$ cat config.mk
export PLATFORM = sky130hd
export DESIGN_NAME = rtcm_mirror
export DESIGN_NICKNAME = d
export VERILOG_FILES = /design/src/rtl/rtcm_pkg.sv /design/src/rtl/rtcm_mirror.sv
export SDC_FILE = /design/constraint.sdc
export NUM_CORES = 1
export LEC_CHECK = 0
export BUFFER_PORTS_ARGS = -buffer_cell sky130_fd_sc_hd__buf_2
export CAP_MARGIN = 10
export CORE_MARGIN = 3
export CORE_UTILIZATION = 29
export DETAILED_ROUTE_END_ITERATION = 8
export GPL_TIMING_DRIVEN = 0
export PLACE_DENSITY = 0.57
export SYNTH_ARGS = -nofsm -noshare
export SYNTH_HDL_FRONTEND = slang
export SYNTH_SLANG_ARGS = --single-unit
$ cat constraint.sdc
create_clock -name clk_in -period 3.4 [get_ports clk_in]
set_clock_uncertainty 0.2 [all_clocks]
set_input_delay 0.68 -clock clk_in [delete_from_list [all_inputs] [get_ports clk_in]]
set_output_delay 0.68 -clock clk_in [all_outputs]
set_load 0.1 [all_outputs]
$ cat src/rtl/rtcm_pkg.sv
// Constants, register map and field layout for the calendar clock mirror
// Contract
// RL1 - Eight consecutive read/write clock mirror registers
// RL2 - First seven mirrors hold seven time kinds
// RL3 - Mirror 0 seconds, 1 minutes, 2 hours
// RL4 - Mirror 7: hour high byte, minute low
// RL5 - Hold clear: copy chip time every scan; the code copies only while the chip is fitted
// RL6 - Hold set: suspend copy, keep written values
// RL7 - Set trigger falling edge loads chip once
// RL8 - Software sets hold before loading set values
// RL9 - Adjust rise, seconds 0-29: clear seconds
// RL10 - Adjust rise, seconds 30-59: clear, add minute
// RL11 - Fitted flag follows clock chip presence
// RL12 - Illegal set value: raise error, skip set
// RL13 - Minute carry ripples through calendar fields
package rtcm_pkg;
    localparam int          FLD_W       = 8;
    localparam int          NUM_FLD     = 7;
    localparam int          TIME_W      = FLD_W * NUM_FLD;
    localparam int          REG_W       = 16;
    localparam int          ADDR_W      = 4;
    localparam int          NUM_MIR     = 8;
    localparam int          NUM_EV      = 3;
    // Field order inside the time vector and mirror index of each field
    localparam int          F_SEC       = 0;
    localparam int          F_MIN       = 1;
    localparam int          F_HOUR      = 2;
    localparam int          F_DAY       = 3;
    localparam int          F_MON       = 4;
    localparam int          F_YEAR      = 5;
    localparam int          F_WEEK      = 6;
    localparam int          MIR_PACKED  = 7;
    // Register indices
    localparam logic [3:0]  A_CTRL      = 4'h8;
    localparam logic [3:0]  A_STAT      = 4'h9;
    localparam logic [3:0]  A_IRQ_ST    = 4'ha;
    localparam logic [3:0]  A_IRQ_MASK  = 4'hb;
    // Control register bits
    localparam int          C_HOLD      = 0;
    localparam int          C_TRIG      = 1;
    localparam int          C_ADJ       = 2;
    // Status register bits
    localparam int          S_FITTED    = 0;
    localparam int          S_ERR       = 1;
    // Event bits
    localparam int          E_SET_DONE  = 0;
    localparam int          E_ADJ_DONE  = 1;
    localparam int          E_SET_ERR   = 2;
    // Calendar limits
    localparam logic [7:0]  SEC_HALF    = 8'h1e;
    localparam logic [7:0]  SEC_LIM     = 8'h3c;
    localparam logic [7:0]  MIN_LIM     = 8'h3c;
    localparam logic [7:0]  HOUR_LIM    = 8'h18;
    localparam logic [7:0]  MON_LIM     = 8'h0c;
    localparam logic [7:0]  YEAR_LIM    = 8'h64;
    localparam logic [7:0]  WEEK_LIM    = 8'h07;
    localparam logic [7:0]  FEB         = 8'h02;
    localparam logic [7:0]  DAYS_31     = 8'h1f;
    localparam logic [7:0]  DAYS_30     = 8'h1e;
    localparam logic [7:0]  DAYS_29     = 8'h1d;
    localparam logic [7:0]  DAYS_28     = 8'h1c;
    // Bit n set: month n+1 has thirty days (April, June, September, November)
    localparam logic [11:0] SHORT_MONS  = 12'h0528;
    // Scan period
    localparam int          CLK_NS      = 4;
    localparam int          SCAN_NS     = 1000;
    localparam int          SCAN_CYC    = SCAN_NS / CLK_NS;
endpackage

$ cat src/rtl/rtcm_mirror.sv
// Calendar clock mirror: register file, readout, set, adjust and interrupt
//
// The register addresses and the strobed register port were decided locally.
`timescale 1ns/1ps
module rtcm_mirror #(
    parameter int SCAN_CYCLES = rtcm_pkg::SCAN_CYC
) (
    input  wire logic                            clk_in,          // 250 MHz clock
    input  wire logic                            rst_b_in,        // Async reset, low
    input  wire logic [rtcm_pkg::ADDR_W-1:0]     addr_in,         // Register index
    input  wire logic [rtcm_pkg::REG_W-1:0]      wdata_in,        // Write data
    input  wire logic                            wr_in,           // Write strobe
    input  wire logic                            rd_in,           // Read strobe
    output logic      [rtcm_pkg::REG_W-1:0]      rdata_out,       // Read data, next cycle
    output logic                                 irq_out,         // Level interrupt
    input  wire logic [rtcm_pkg::TIME_W-1:0]     chip_time_in,    // Time from clock chip
    input  wire logic                            chip_present_in, // Clock chip fitted
    output logic      [rtcm_pkg::TIME_W-1:0]     chip_time_out,   // Time to clock chip
    output logic                                 chip_load_out    // Load pulse to chip
);
    localparam int CNT_W = $clog2(SCAN_CYCLES + 1);
    localparam int SYN_W = rtcm_pkg::TIME_W + 1;

    typedef struct packed {
        logic [rtcm_pkg::NUM_MIR-1:0][rtcm_pkg::REG_W-1:0] mir;
        logic                          hold;
        logic                          trig;
        logic                          adj;
        logic                          trig_d;
        logic                          adj_d;
        logic                          err;
        logic [rtcm_pkg::NUM_EV-1:0]   ev_st;
        logic [rtcm_pkg::NUM_EV-1:0]   ev_mask;
        logic                          irq;
        logic [rtcm_pkg::REG_W-1:0]    rdata;
        logic [SYN_W-1:0]              syn1;
        logic [SYN_W-1:0]              syn2;
        logic [SYN_W-1:0]              syn3;
        logic [SYN_W-1:0]              stab;
        logic [CNT_W-1:0]              scan_cnt;
        logic                          load;
        logic [rtcm_pkg::TIME_W-1:0]   load_time;
    } rtcm_state_s;

    rtcm_state_s state_r;
    rtcm_state_s state_nxt;

    function automatic logic [7:0] fld(input logic [rtcm_pkg::TIME_W-1:0] t, input int i);
        fld = t[i*rtcm_pkg::FLD_W +: rtcm_pkg::FLD_W];
    endfunction

    function automatic logic [7:0] days_in_month(input logic [7:0] mon, input logic [7:0] yr);
        if (mon == rtcm_pkg::FEB) begin
            days_in_month = (yr[1:0] == 2'h0) ? rtcm_pkg::DAYS_29 : rtcm_pkg::DAYS_28;
        end else if (rtcm_pkg::SHORT_MONS[4'(mon - 8'h01)]) begin
            days_in_month = rtcm_pkg::DAYS_30;
        end else begin
            days_in_month = rtcm_pkg::DAYS_31;
        end
    endfunction

    // Range check of every field before a set value is sent to the chip
    function automatic logic time_legal(input logic [rtcm_pkg::TIME_W-1:0] t);
        logic [7:0] mon;
        logic [7:0] day;
        mon = fld(t, rtcm_pkg::F_MON);
        day = fld(t, rtcm_pkg::F_DAY);
        time_legal = (fld(t, rtcm_pkg::F_SEC) < rtcm_pkg::SEC_LIM)
                   && (fld(t, rtcm_pkg::F_MIN) < rtcm_pkg::MIN_LIM)
                   && (fld(t, rtcm_pkg::F_HOUR) < rtcm_pkg::HOUR_LIM)
                   && (fld(t, rtcm_pkg::F_YEAR) < rtcm_pkg::YEAR_LIM)
                   && (fld(t, rtcm_pkg::F_WEEK) < rtcm_pkg::WEEK_LIM)
                   && (mon != 8'h00) && (mon <= rtcm_pkg::MON_LIM)
                   && (day != 8'h00)
                   && (day <= days_in_month(mon, fld(t, rtcm_pkg::F_YEAR)));
    endfunction

    // Add one minute with full calendar carry
    function automatic logic [rtcm_pkg::TIME_W-1:0] add_minute(
        input logic [rtcm_pkg::TIME_W-1:0] t);
        logic [7:0] mn;
        logic [7:0] hr;
        logic [7:0] dy;
        logic [7:0] mo;
        logic [7:0] yr;
        logic [7:0] wk;
        mn = fld(t, rtcm_pkg::F_MIN) + 8'h01;
        hr = fld(t, rtcm_pkg::F_HOUR);
        dy = fld(t, rtcm_pkg::F_DAY);
        mo = fld(t, rtcm_pkg::F_MON);
        yr = fld(t, rtcm_pkg::F_YEAR);
        wk = fld(t, rtcm_pkg::F_WEEK);
        if (mn >= rtcm_pkg::MIN_LIM) begin                                   // [RL13]
            mn = 8'h00;
            hr = hr + 8'h01;
            if (hr >= rtcm_pkg::HOUR_LIM) begin
                hr = 8'h00;
                dy = dy + 8'h01;
                wk = (wk + 8'h01 >= rtcm_pkg::WEEK_LIM) ? 8'h00 : wk + 8'h01;
                if (dy > days_in_month(mo, yr)) begin
                    dy = 8'h01;
                    mo = mo + 8'h01;
                    if (mo > rtcm_pkg::MON_LIM) begin
                        mo = 8'h01;
                        yr = (yr + 8'h01 >= rtcm_pkg::YEAR_LIM) ? 8'h00 : yr + 8'h01;
                    end
                end
            end
        end
        add_minute = {wk, yr, mo, dy, hr, mn, fld(t, rtcm_pkg::F_SEC)};
    endfunction

    always_comb begin
        logic [rtcm_pkg::TIME_W-1:0] chip_t;
        logic [rtcm_pkg::TIME_W-1:0] mir_t;
        logic [rtcm_pkg::TIME_W-1:0] adj_t;
        logic [rtcm_pkg::NUM_EV-1:0] ev;
        logic                        fitted;
        logic                        scan;
        chip_t = '0;
        mir_t = '0;
        adj_t = '0;
        ev = '0;
        state_nxt = state_r;
        state_nxt.load = 1'b0;

        // Three-stage pin synchroniser; take a value once stages two and three agree
        state_nxt.syn1 = {chip_present_in, chip_time_in};
        state_nxt.syn2 = state_r.syn1;
        state_nxt.syn3 = state_r.syn2;
        if (state_r.syn2 == state_r.syn3) begin
            state_nxt.stab = state_r.syn3;
        end
        chip_t = state_r.stab[rtcm_pkg::TIME_W-1:0];
        fitted = state_r.stab[rtcm_pkg::TIME_W];                              // [RL11]

        scan = (state_r.scan_cnt == CNT_W'(SCAN_CYCLES - 1));
        state_nxt.scan_cnt = scan ? '0 : state_r.scan_cnt + 1'b1;

        for (int i = 0; i < rtcm_pkg::NUM_FLD; i++) begin
            mir_t[i*rtcm_pkg::FLD_W +: rtcm_pkg::FLD_W] =
                state_r.mir[i][rtcm_pkg::FLD_W-1:0];
        end

        // Register writes
        if (wr_in) begin
            if (addr_in < rtcm_pkg::ADDR_W'(rtcm_pkg::NUM_MIR)) begin
                state_nxt.mir[addr_in[2:0]] = wdata_in;                       // [RL1]
            end else if (addr_in == rtcm_pkg::A_CTRL) begin
                state_nxt.hold = wdata_in[rtcm_pkg::C_HOLD];
                state_nxt.trig = wdata_in[rtcm_pkg::C_TRIG];
                state_nxt.adj  = wdata_in[rtcm_pkg::C_ADJ];
            end else if (addr_in == rtcm_pkg::A_IRQ_MASK) begin
                state_nxt.ev_mask = wdata_in[rtcm_pkg::NUM_EV-1:0];
            end
        end

        // Readout overrides a software write to a mirror in the same cycle
        if (scan && !state_r.hold && fitted) begin                            // [RL5] [RL6]
            for (int i = 0; i < rtcm_pkg::NUM_FLD; i++) begin
                state_nxt.mir[i] = {8'h00, fld(chip_t, i)};                   // [RL2] [RL3]
            end
            state_nxt.mir[rtcm_pkg::MIR_PACKED] =                             // [RL4]
                {fld(chip_t, rtcm_pkg::F_HOUR), fld(chip_t, rtcm_pkg::F_MIN)};
        end

        // Set on falling edge of trigger; adjust on rising edge, set has priority
        state_nxt.trig_d = state_r.trig;
        state_nxt.adj_d = state_r.adj;
        if (state_r.trig_d && !state_r.trig) begin                            // [RL7]
            if (fitted && time_legal(mir_t)) begin
                state_nxt.load = 1'b1;
                state_nxt.load_time = mir_t;
                state_nxt.err = 1'b0;
                ev[rtcm_pkg::E_SET_DONE] = 1'b1;
            end else begin
                state_nxt.err = 1'b1;                                         // [RL12]
                ev[rtcm_pkg::E_SET_ERR] = 1'b1;
            end
        end else if (state_r.adj && !state_r.adj_d && fitted) begin
            if (fld(chip_t, rtcm_pkg::F_SEC) < rtcm_pkg::SEC_HALF) begin
                adj_t = chip_t;                                               // [RL9]
            end else begin
                adj_t = add_minute(chip_t);                                   // [RL10]
            end
            adj_t[rtcm_pkg::FLD_W-1:0] = 8'h00;
            state_nxt.load = 1'b1;
            state_nxt.load_time = adj_t;
            ev[rtcm_pkg::E_ADJ_DONE] = 1'b1;
        end

        // Sticky events: write one clears, a new event in the same cycle wins
        if (wr_in && addr_in == rtcm_pkg::A_IRQ_ST) begin
            state_nxt.ev_st = state_r.ev_st & ~wdata_in[rtcm_pkg::NUM_EV-1:0];
        end
        state_nxt.ev_st = state_nxt.ev_st | ev;
        state_nxt.irq = |(state_nxt.ev_st & state_nxt.ev_mask);

        // Read data stands only in the cycle after the strobe
        state_nxt.rdata = '0;
        if (rd_in) begin
            if (addr_in < rtcm_pkg::ADDR_W'(rtcm_pkg::NUM_MIR)) begin
                state_nxt.rdata = state_r.mir[addr_in[2:0]];                  // [RL1]
            end else if (addr_in == rtcm_pkg::A_CTRL) begin
                state_nxt.rdata[rtcm_pkg::C_HOLD] = state_r.hold;
                state_nxt.rdata[rtcm_pkg::C_TRIG] = state_r.trig;
                state_nxt.rdata[rtcm_pkg::C_ADJ]  = state_r.adj;
            end else if (addr_in == rtcm_pkg::A_STAT) begin
                state_nxt.rdata[rtcm_pkg::S_FITTED] = fitted;                 // [RL11]
                state_nxt.rdata[rtcm_pkg::S_ERR]    = state_r.err;            // [RL12]
            end else if (addr_in == rtcm_pkg::A_IRQ_ST) begin
                state_nxt.rdata[rtcm_pkg::NUM_EV-1:0] = state_r.ev_st;
            end else if (addr_in == rtcm_pkg::A_IRQ_MASK) begin
                state_nxt.rdata[rtcm_pkg::NUM_EV-1:0] = state_r.ev_mask;
            end
        end
    end

    always_ff @(posedge clk_in or negedge rst_b_in) begin
        if (!rst_b_in) begin
            state_r <= '0;
        end else begin
            state_r <= state_nxt;
        end
    end

    assign rdata_out     = state_r.rdata;
    assign irq_out       = state_r.irq;
    assign chip_time_out = state_r.load_time;
    assign chip_load_out = state_r.load;
endmodule

==> metrics, run 1 <==
status finished, final reports clean; row count 94; drt first-iter violations around 1,200; PwrDens ~550 nW/µm²; die area 70,200 µm²; WL per Instance approximately 22 µm; H-tree depth 2; worst setup path category flip-flop to flip-flop; normalized max-slew margin 0.219; Syn Inst Count between 1,500 and 2,000; # IOs ~160; Sw Ratio 0.269; Die Y approximately 260 µm; CTS sink cnt 450; Yosys cell types 76; Synth area leader dfrtp_1; Seq cells post-synth 450; RSZ-0062 raised after global routing true; Lkg Pwr about 11 nW; DR vias/cell 5.04; Primary FF master, synth dfrtp_1; async set or reset register ratio after synthesis 1.00; initial antenna violation count 1; final period utilization 0.976; Reg power frac 0.485; syn_nets 1,822; area grow syn2layout 22.3%; max-cap violations 0; Final setup viols 0; final wirelength 62.4 mm; Comb power frac 0.106; clock network power share 0.409; first-pass GRT wire length 94.1 mm; via count roughly 15,000; minimum clock period ~3.3 ns; Worst EP required between 3 and 4 ns; I/O Buffers 140; most common cell in the netlist dfrtp_1; fin util 0.360; VDD IR-drop max between 0.0003 and 0.0004 V; Antenna Cells 0; number of buffers created by CTS 49; Net Sw Power between 3 and 4 mW; Initial Util 0.294; Synth Cell Area slightly below 20,000 µm²; share of cells above drive strength 1 0.226; post-synth top area share 0.579; CP max FO 10; crit end category flip-flop; Root Buffer clkbuf_16; Core Region 66,100 µm²; Hold Violations, Final 0; final slew viol count 0; Clock Pin Slew Worst Setup and Hold Paths ~0.06 ns; die width roughly 260 µm; ranking of synthesized cells by area dfrtp_1, nand2_1, mux4_2; HPWL Detailed approximately 46 mm; syn_area_per_cell 11.3 µm²; sequential-to-total area share from yosys stat 0.579; Slew @ Worst Pin 1.17 ns; Hold Path Class flip-flop to flip-flop; Achievable Freq between 0.3 and 0.4 GHz; worst skew pair latency 0.61 ns; First-pass DRT Iterations 5; Synth top cells by count dfrtp_1, nand2_1, nor2_1; Layout Cells excl Fill between 2,000 and 3,000; GRT Residual Overflow 0; pin count of the biggest net entering global routing roughly 120; DRC viols 0; # nets final 2,090; # placed instances roughly 2,700; antenna violation net count after detailed routing 0; RD Place Congestion between 0.9 and 1; Syn. warnings 0; Total GRT Usage 0.177; arrival time worst endpoint 3.58 ns; CP Launch Type flip-flop; Cell Int Power 9.48 mW; clk buf depth 3; Post-synth EDFFs 0; CTS tree built; via count of the first global-routing pass between 10,000 and 15,000
layout by cell type (no fill, tap or decap), types with 36 or more instances in the layout:
master           n
dfrtp_1        448
nand2_1        255
buf_2          154
nor2_1         114
a21oi_1         94
buf_4           88
clkbuf_1        76
o21ai_0         69
dlygate4sd3_1   58
mux2_2          54
clkbuf_16       49
a31oi_1         43
mux2i_1         38
nand3_1         36
area by class of cell:
cell class	count	area, µm²
Timing Repair Buffer	217	1500
Buffer	174	1030
Fill cell	6586	42300
Inverter	17	63.8
Sequential cell	450	11300
Tap cell	864	1080
Clock inverter	23	249
Multi-Input combinational cell	1082	7240
Clock buffer	67	1340
repair_timing:
| item | CTS | global route |
|---|---|---|
| pin swaps | 5 | 8 |
| buffers inserted | 4 | 9 |
| hold buffers | 58 | 0 |
| setup endpoints to repair | 110 | 45 |
| endpoints found under the hold margin | 147 | 0 |
| resized for setup | 21 | 16 |
worst paths after layout:
check | slack, ns | end | cells past startpoint | start
setup / recovery | 0.08 | chip_time_out[20]$_DFFE_PN0P_ | 13 | state_r[390]$_DFFE_PN0P_
hold / removal | 0.14 | state_nxt[125]$_DFF_PN0_ | 0 | state_nxt[182]$_DFF_PN0_
setup reg to reg | 0.08 | chip_time_out[20]$_DFFE_PN0P_ | 13 | state_r[390]$_DFFE_PN0P_
hold reg to reg | 0.14 | state_nxt[125]$_DFF_PN0_ | 0 | state_nxt[182]$_DFF_PN0_
max in group asynchronous | 0.93 | state_r[170]$_DFF_PN0_ | 4 | rst_b_in
min in group asynchronous | 0.50 | rdata_out[8]$_DFF_PN0_ | 2 | rst_b_in
state kept, by name, summed over array words and instances, names as in the netlist:
signal,count
irq_out,1
state_r,260
rdata_out,16
chip_time_out,56
chip_load_out,1
state_nxt,116
metal layers:
layer  wire (µm)  share of wire  track usage  vias to the layer above
li1            -              -            -                     6545
met1       26800           0.43        0.238                     7392
met2       30300           0.49        0.298                      562
met3        3900          0.063       0.0275                       94
met4        1380          0.022       0.0468                        2
met5           9        0.00014            0                        -
through the flow:
step           power, mW  hold WS [ns]   TNS, ns  cell area (µm²)  setup slack (ns)
6_report            13.0         0.143         0            23800            0.0832
5_1_grt             13.5         0.148   -0.0428            23800           -0.0161
4_1_cts             13.1         0.123   -0.0116            23600           -0.0116
3_5_place_dp        7.69         0.135    -46.13            21300             -1.01
3_3_place_gp        7.63         0.135  -3373.41            21200             -7.41
2_1_floorplan       7.09         0.131         0            19400             0.401
worst max-delay path, cell delays in order (launching register included):
cell and delay, ns:
dfrtp_2 0.44, nor4_4 0.36, and3_4 0.25, a211oi_1 0.05
a21o_1 0.18, ha_1 0.26, nand2_1 0.07, nand4_1 0.09
o211ai_1 0.46, nor3_4 0.12, buf_12 0.17, buf_4 0.19
a221oi_2 0.27, nand2_1 0.08
cell families (layout without fill, tap and decap cells):
kind of cell / count (synthesis) / in the layout / synth area share
AO/OA/AOI/OAI: 309 / 309 / 0.101
XOR/XNOR: 68 / 68 / 0.0306
adder cells (fa/ha/maj): 18 / 18 / 0.0116
buffers and inverters: 191 / 498 / 0.0549
flip-flops: 450 / 450 / 0.579
multiplexers: 129 / 129 / 0.0908
AND/OR/NAND/NOR: 558 / 558 / 0.132
power by group through the flow:
stage | sequential [mW] | combinational [mW] | clock [mW]
finish | 6.30 | 1.37 | 5.30
global route | 6.33 | 1.51 | 5.65
CTS | 6.29 | 1.38 | 5.44
detailed placement | 6.37 | 1.32 | 0
global placement | 6.36 | 1.27 | 0
floorplan | 6.19 | 0.904 | 0
No activity file was read; power rests on OpenSTA's default activity.
==> run 2, diff against run 1 <==
- CELL_PAD_IN_SITES_DETAIL_PLACEMENT: default -> 1
- CELL_PAD_IN_SITES_GLOBAL_PLACEMENT: default -> 1
- CTS_BUF_LIST: default -> sky130_fd_sc_hd__clkbuf_16
- PLACE_DENSITY: 0.57 -> 0.66
- clock period: 3.4 -> 2.79 ns (I/O delays scaled with it)
==> metrics, run 2 (same netlist as run 1, synthesis figures left out) <==
arrival time worst endpoint 3.41 ns (was 3.58 ns); CP Cell Sequence nor4_4, and3_4, a211oi_2, a21o_1, ha_1, nand2_1, nand4_1, o211ai_1, buf_4, or3_4, buf_12, and3_4, a221oi_2, o21ai_1 (was nor4_4, and3_4, a211oi_1, a21o_1, ha_1, nand2_1, nand4_1, o211ai_1, nor3_4, buf_12, buf_4, a221oi_2, nand2_1); minimum clock period 3.14 ns (was 3.32 ns); worst setup margin -0.352 ns (was 0.0832 ns); row count 94 (unchanged); Hold Violations, Final 0 (unchanged); final period utilization 1.13 (was 0.976); Place WS -0.942 ns (was -1.01 ns); crit end category flip-flop (unchanged); final wirelength 66.9 mm (was 62.4 mm); Final setup viols 56 (was 0); most frequent cells in the layout dfrtp_1, nand2_1, buf_2 (unchanged); Comb power frac 0.111 (was 0.106); Die Y 265 µm (unchanged); antenna violation net count after detailed routing 0 (unchanged); I/O Buffers 140 (unchanged); RD Place Congestion 0.927 (was 0.943); CTS tree built (unchanged); worst setup path category flip-flop to flip-flop (unchanged); # nets final 2,095 (was 2,090); VDD IR-drop max 0.000483 V (was 0.000397 V); final slew viol count 0 (unchanged); slowest CP cell dfrtp_1 (was o211ai_1); CP Launch Type flip-flop (unchanged); Total Power 15.8 mW (was 13.0 mW); Slew @ Worst Pin 1.21 ns (was 1.17 ns); leading cell type in the layout, fill and taps excluded dfrtp_1 (unchanged); H-tree depth 2 (unchanged); DR vias/cell 5.08 (was 5.04); worst skew pair latency 0.62 ns (was 0.61 ns); DRC viols 0 (unchanged); drt first-iter violations 1,008 (was 1,151); Net Sw Power 4.36 mW (was 3.49 mW); most used cell, CP and3_4 (was nand2_1); pin count of the biggest net entering global routing 119 (was 123); clock network power share 0.400 (was 0.409); Root Buffer clkbuf_16 (unchanged); status finished with violations (was finished, final reports clean); Core Region 66,100 µm² (unchanged); first-pass GRT wire length 101 mm (was 94.1 mm); Worst EP required 3.06 ns (was 3.66 ns); First-pass DRT Iterations 5 (unchanged); CP max FO 6 (was 10); fin util 0.366 (was 0.360); # IOs 155 (unchanged); GRT Residual Overflow 0 (unchanged); die area 70,200 µm² (unchanged); Achievable Freq 0.318 GHz (was 0.301 GHz); PwrDens 652 nW/µm² (was 546 nW/µm²); Lkg Pwr 11.0 nW (was 10.8 nW); area grow syn2layout 24.3% (was 22.3%); clk buf depth 3 (unchanged); via count 14,727 (was 14,595); HPWL Detailed 49.5 mm (was 45.8 mm); Sw Ratio 0.276 (was 0.269); number of buffers created by CTS 50 (was 49); Cell Int Power 11.4 mW (was 9.48 mW); failing checks setup timing; Largest register FFs 260 (unchanged); RSZ-0062 raised after global routing true (unchanged); CTS sink cnt 450 (unchanged); Initial Util 0.294 (unchanged); Total GRT Usage 0.189 (was 0.177); hold slack 0.0249 ns (was 0.143 ns); die width 265 µm (unchanged); Reg power frac 0.489 (was 0.485); WL per Instance 23.1 µm (was 21.6 µm); via count of the first global-routing pass 15,842 (was 14,771); share of cells above drive strength 1 0.254 (was 0.226); max-cap violations 0 (unchanged); Largest Register state_r (unchanged); Hold Path Class input pin to flip-flop (was flip-flop to flip-flop); initial antenna violation count 1 (unchanged); Clock Pin Slew Worst Setup and Hold Paths 0.06 ns (about the same); CP peak stage delay 0.41 ns (was 0.46 ns); normalized max-slew margin 0.191 (was 0.219)
run 2: area by class of cell:
cell class	instances	area, µm²
Tap cell	864	1080
Sequential cell	450	11300
Clock buffer	51	1280
Timing Repair Buffer	223	1620
Antenna cell	1	2.50
Clock inverter	39	277
Multi-Input combinational cell	1082	7450
Fill cell	7286	41900
Buffer	172	1140
Inverter	17	66.3
run 2: per-layer routing:
| layer | track usage | wire length [µm] | vias to the layer above |
|---|---|---|---|
| met4 | 0.0662 | 2410 | 0 |
| met3 | 0.0258 | 3070 | 119 |
| met1 | 0.244 | 28200 | 7610 |
| li1 | - | - | 6556 |
| met2 | 0.327 | 33200 | 442 |
| met5 | 0 | 0 | - |
run 2: critical path: cells and delay by family, from the launching register on:
kind	cells	cell delay (ns)
simple gates	6	1.26
compound gates	5	0.56
flops	1	0.41
buf+inv	2	0.35
fa+ha+maj	1	0.27
run 2: final timing paths:
check | from | endpoint | slack (ns) | depth (start not counted)
min | rd_in | rdata_out[2]$_DFF_PN0_ | 0.02 | 2
max reg2reg | state_r[390]$_DFFE_PN0P_ | chip_time_out[41]$_DFFE_PN0P_ | -0.35 | 14
min in group asynchronous | rst_b_in | rdata_out[9]$_DFF_PN0_ | 0.28 | 2
max | state_r[390]$_DFFE_PN0P_ | chip_time_out[41]$_DFFE_PN0P_ | -0.35 | 14
min reg2reg | state_nxt[182]$_DFF_PN0_ | state_nxt[125]$_DFF_PN0_ | 0.15 | 0
max in group asynchronous | rst_b_in | state_r[128]$_DFF_PN0_ | 0.64 | 4
run 2: power by group through the flow:
stage               logic (mW)  clock network (mW)  registers (mW)
global placement          1.57                   0            7.76
CTS                       1.76                6.45            7.69
finish                    1.75                6.31            7.70
global route              1.92                6.76            7.76
floorplan                 1.11                   0            7.55
detailed placement        1.66                   0            7.80
run 2: repair_timing:
action                                 in CTS  in global routing
hold buffers                               58                  0
setup endpoints to repair                 181                195
endpoints found under the hold margin     129                  0
pin swaps                                  19                 11
setup buffers                              13                  3
gates resized for setup                    86                 47
cloned                                      1                  1
run 2: stage by stage:
stage          cells  area (µm²)  setup TNS [ns]
6_report        2899       24200          -12.87
5_1_grt         2898       24200          -19.69
4_1_cts         2894       24000          -11.42
3_5_place_dp    2733       21400         -140.43
3_3_place_gp    2727       21300        -3740.89
2_1_floorplan   1723       19500          -0.223
==> run 3, diff against run 2 <==
- SKIP_CTS_REPAIR_TIMING: default -> 1
==> metrics, run 3 (same netlist as run 1, synthesis figures left out) <==
status finished with violations (unchanged); failing checks setup timing (unchanged); RSZ-0062 raised after global routing true (unchanged); Hold Startpoint rd_in (unchanged); HPWL Detailed 49.5 mm (unchanged); Largest register FFs 260 (unchanged); R2R depth 14 (unchanged); antenna violation net count after detailed routing 0 (unchanged); Worst EP required 3.01 ns (was 3.06 ns); Achievable Freq 0.315 GHz (was 0.318 GHz); Worst R2R Setup Slack -0.39 ns (was -0.35 ns); via count 14,740 (was 14,727); DR vias/cell 5.07 (was 5.08); CTS tree built (unchanged); RD Place Congestion 0.927 (unchanged); Hold Violations, Final 0 (unchanged); Place WS -0.942 ns (unchanged); Reg power frac 0.489 (about the same); fin util 0.365 (was 0.366); Lkg Pwr 10.9 nW (was 11.0 nW); Final setup viols 69 (was 56); Sw Ratio 0.276 (about the same); Root Buffer clkbuf_16 (unchanged); arrival time worst endpoint 3.40 ns (was 3.41 ns); crit end category flip-flop (unchanged); number of buffers created by CTS 50 (unchanged); die area 70,200 µm² (unchanged); final period utilization 1.14 (was 1.13); final wirelength 67.5 mm (was 66.9 mm); Die Y 265 µm (unchanged); drt first-iter violations 972 (was 1,008); via count of the first global-routing pass 15,457 (was 15,842); # nets final 2,099 (was 2,095); minimum clock period 3.18 ns (was 3.14 ns); normalized max-slew margin 0.134 (was 0.191); Core Region 66,100 µm² (unchanged); Total GRT Usage 0.186 (was 0.189); Clock Pin Slew Worst Setup and Hold Paths 0.05 ns (was 0.06 ns); Comb power frac 0.111 (about the same); pin count of the biggest net entering global routing 119 (unchanged); share of cells above drive strength 1 0.245 (was 0.254); clk buf depth 3 (unchanged); first-pass GRT wire length 99.2 mm (was 101 mm); max-cap violations 0 (unchanged); Net Sw Power 4.35 mW (was 4.36 mW); PwrDens 653 nW/µm² (was 652 nW/µm²); clock network power share 0.400 (about the same); Initial Util 0.294 (unchanged); Slew @ Worst Pin 1.29 ns (was 1.21 ns); CP Launch Type flip-flop (unchanged); leading cell type in the layout, fill and taps excluded dfrtp_1 (unchanged); area grow syn2layout 24.0% (was 24.3%); CP max FO 10 (was 6); GRT Residual Overflow 0 (unchanged); worst flop-to-flop path startpoint state_r[390]$_DFFE_PN0P_ (unchanged); Hold EP rdata_out[2]$_DFF_PN0_ (unchanged); final slew viol count 0 (unchanged); H-tree depth 2 (unchanged); row count 94 (unchanged); DRC viols 0 (unchanged); I/O Buffers 140 (unchanged); initial antenna violation count 1 (unchanged); CTS sink cnt 450 (unchanged); worst setup margin -0.388 ns (was -0.352 ns); worst setup path category flip-flop to flip-flop (unchanged); WL per Instance 23.2 µm (was 23.1 µm); FF-to-FF End chip_time_out[42]$_DFFE_PN0P_ (was chip_time_out[41]$_DFFE_PN0P_); Hold Path Depth 2 (unchanged); # IOs 155 (unchanged); Cell Int Power 11.4 mW (about the same); die width 265 µm (unchanged); worst skew pair latency 0.62 ns (about the same); First-pass DRT Iterations 5 (unchanged); Hold Path Class input pin to flip-flop (unchanged); Largest Register state_r (unchanged); most frequent cells in the layout dfrtp_1, nand2_1, buf_2 (unchanged); VDD IR-drop max 0.000465 V (was 0.000483 V)
run 3: cell count changes in the layout (fill, tap and decap cells not counted), moves of 4 or more:
| cell | change |
|---|---|
| buf_4 | +13 |
| o21ai_2 | -6 |
| mux2_2 | -16 |
| buf_6 | -4 |
| a22oi_2 | -5 |
| mux2_4 | +20 |
| a22oi_1 | +5 |
| o21ai_0 | +5 |
| clkbuf_2 | -4 |
| mux2_1 | -4 |
run 3: layout make-up:
class,count,area (µm²)
tap,864,1080
timing repair buffer,228,1630
multi-input combinational,1083,7440
fill,7290,42000
sequential,450,11300
inverter,17,70.1
clock inverter,39,277
buffer,170,1070
antenna,4,10.0
clock buffer,51,1280
run 3: worst max-delay path: stages (launching register included):
cell and delay, ns:
dfrtp_1 0.40, nor4_4 0.35, and3_4 0.26, a211oi_2 0.04
a21o_1 0.16, ha_1 0.27, nand2_1 0.05, nand4_1 0.08
o211ai_1 0.09, buf_4 0.18, nor3_4 0.29, nor2_4 0.14
buf_6 0.24, a22oi_1 0.16, nand4_1 0.11
run 3: through the flow:
stage / instance area (µm²) / setup TNS [ns] / cells / hold slack, ns / power, mW
after floorplan: 19500 / -0.223 / 1723 / 0.0624 / 8.65
after detailed placement: 21400 / -140.43 / 2733 / 0.136 / 9.45
after global placement: 21300 / -3740.89 / 2727 / 0.136 / 9.33
after global routing: 24100 / -25.74 / 2902 / 0.0252 / 16.4
final: 24100 / -17.69 / 2906 / 0.0287 / 15.7
after CTS: 23000 / -93.45 / 2823 / -0.289 / 15.8
run 3: worst max path at each step:
stage                                  start                             to  slack [ns]  cells after the start
floorplan           state_r[393]$_DFFE_PN0P_  chip_time_out[16]$_DFFE_PN0P_       -0.06                     12
global placement                    rst_b_in       state_nxt[197]$_DFF_PN0_       -8.02                      1
detailed placement  state_r[393]$_DFFE_PN0P_  chip_time_out[17]$_DFFE_PN0P_       -0.94                     12
CTS                 state_r[393]$_DFFE_PN0P_  chip_time_out[17]$_DFFE_PN0P_       -0.92                     12
global route        state_r[390]$_DFFE_PN0P_  chip_time_out[42]$_DFFE_PN0P_       -0.51                     14
finish              state_r[390]$_DFFE_PN0P_  chip_time_out[42]$_DFFE_PN0P_       -0.39                     14
run 3: layer usage:
layer  track usage  wire [µm]  up-vias
li1              -          -     6559
met1         0.242      28200     7615
met2         0.321      33700      436
met3        0.0257       3430      130
met4        0.0623       2290        0
met5             0          0        -
run 3: power by group through the flow:
stage	clock, mW	combinational (mW)	sequential (mW)
6_report	6.31	1.75	7.70
3_3_place_gp	0	1.57	7.76
2_1_floorplan	0	1.11	7.55
4_1_cts	6.45	1.67	7.68
3_5_place_dp	0	1.66	7.80
5_1_grt	6.76	1.91	7.75
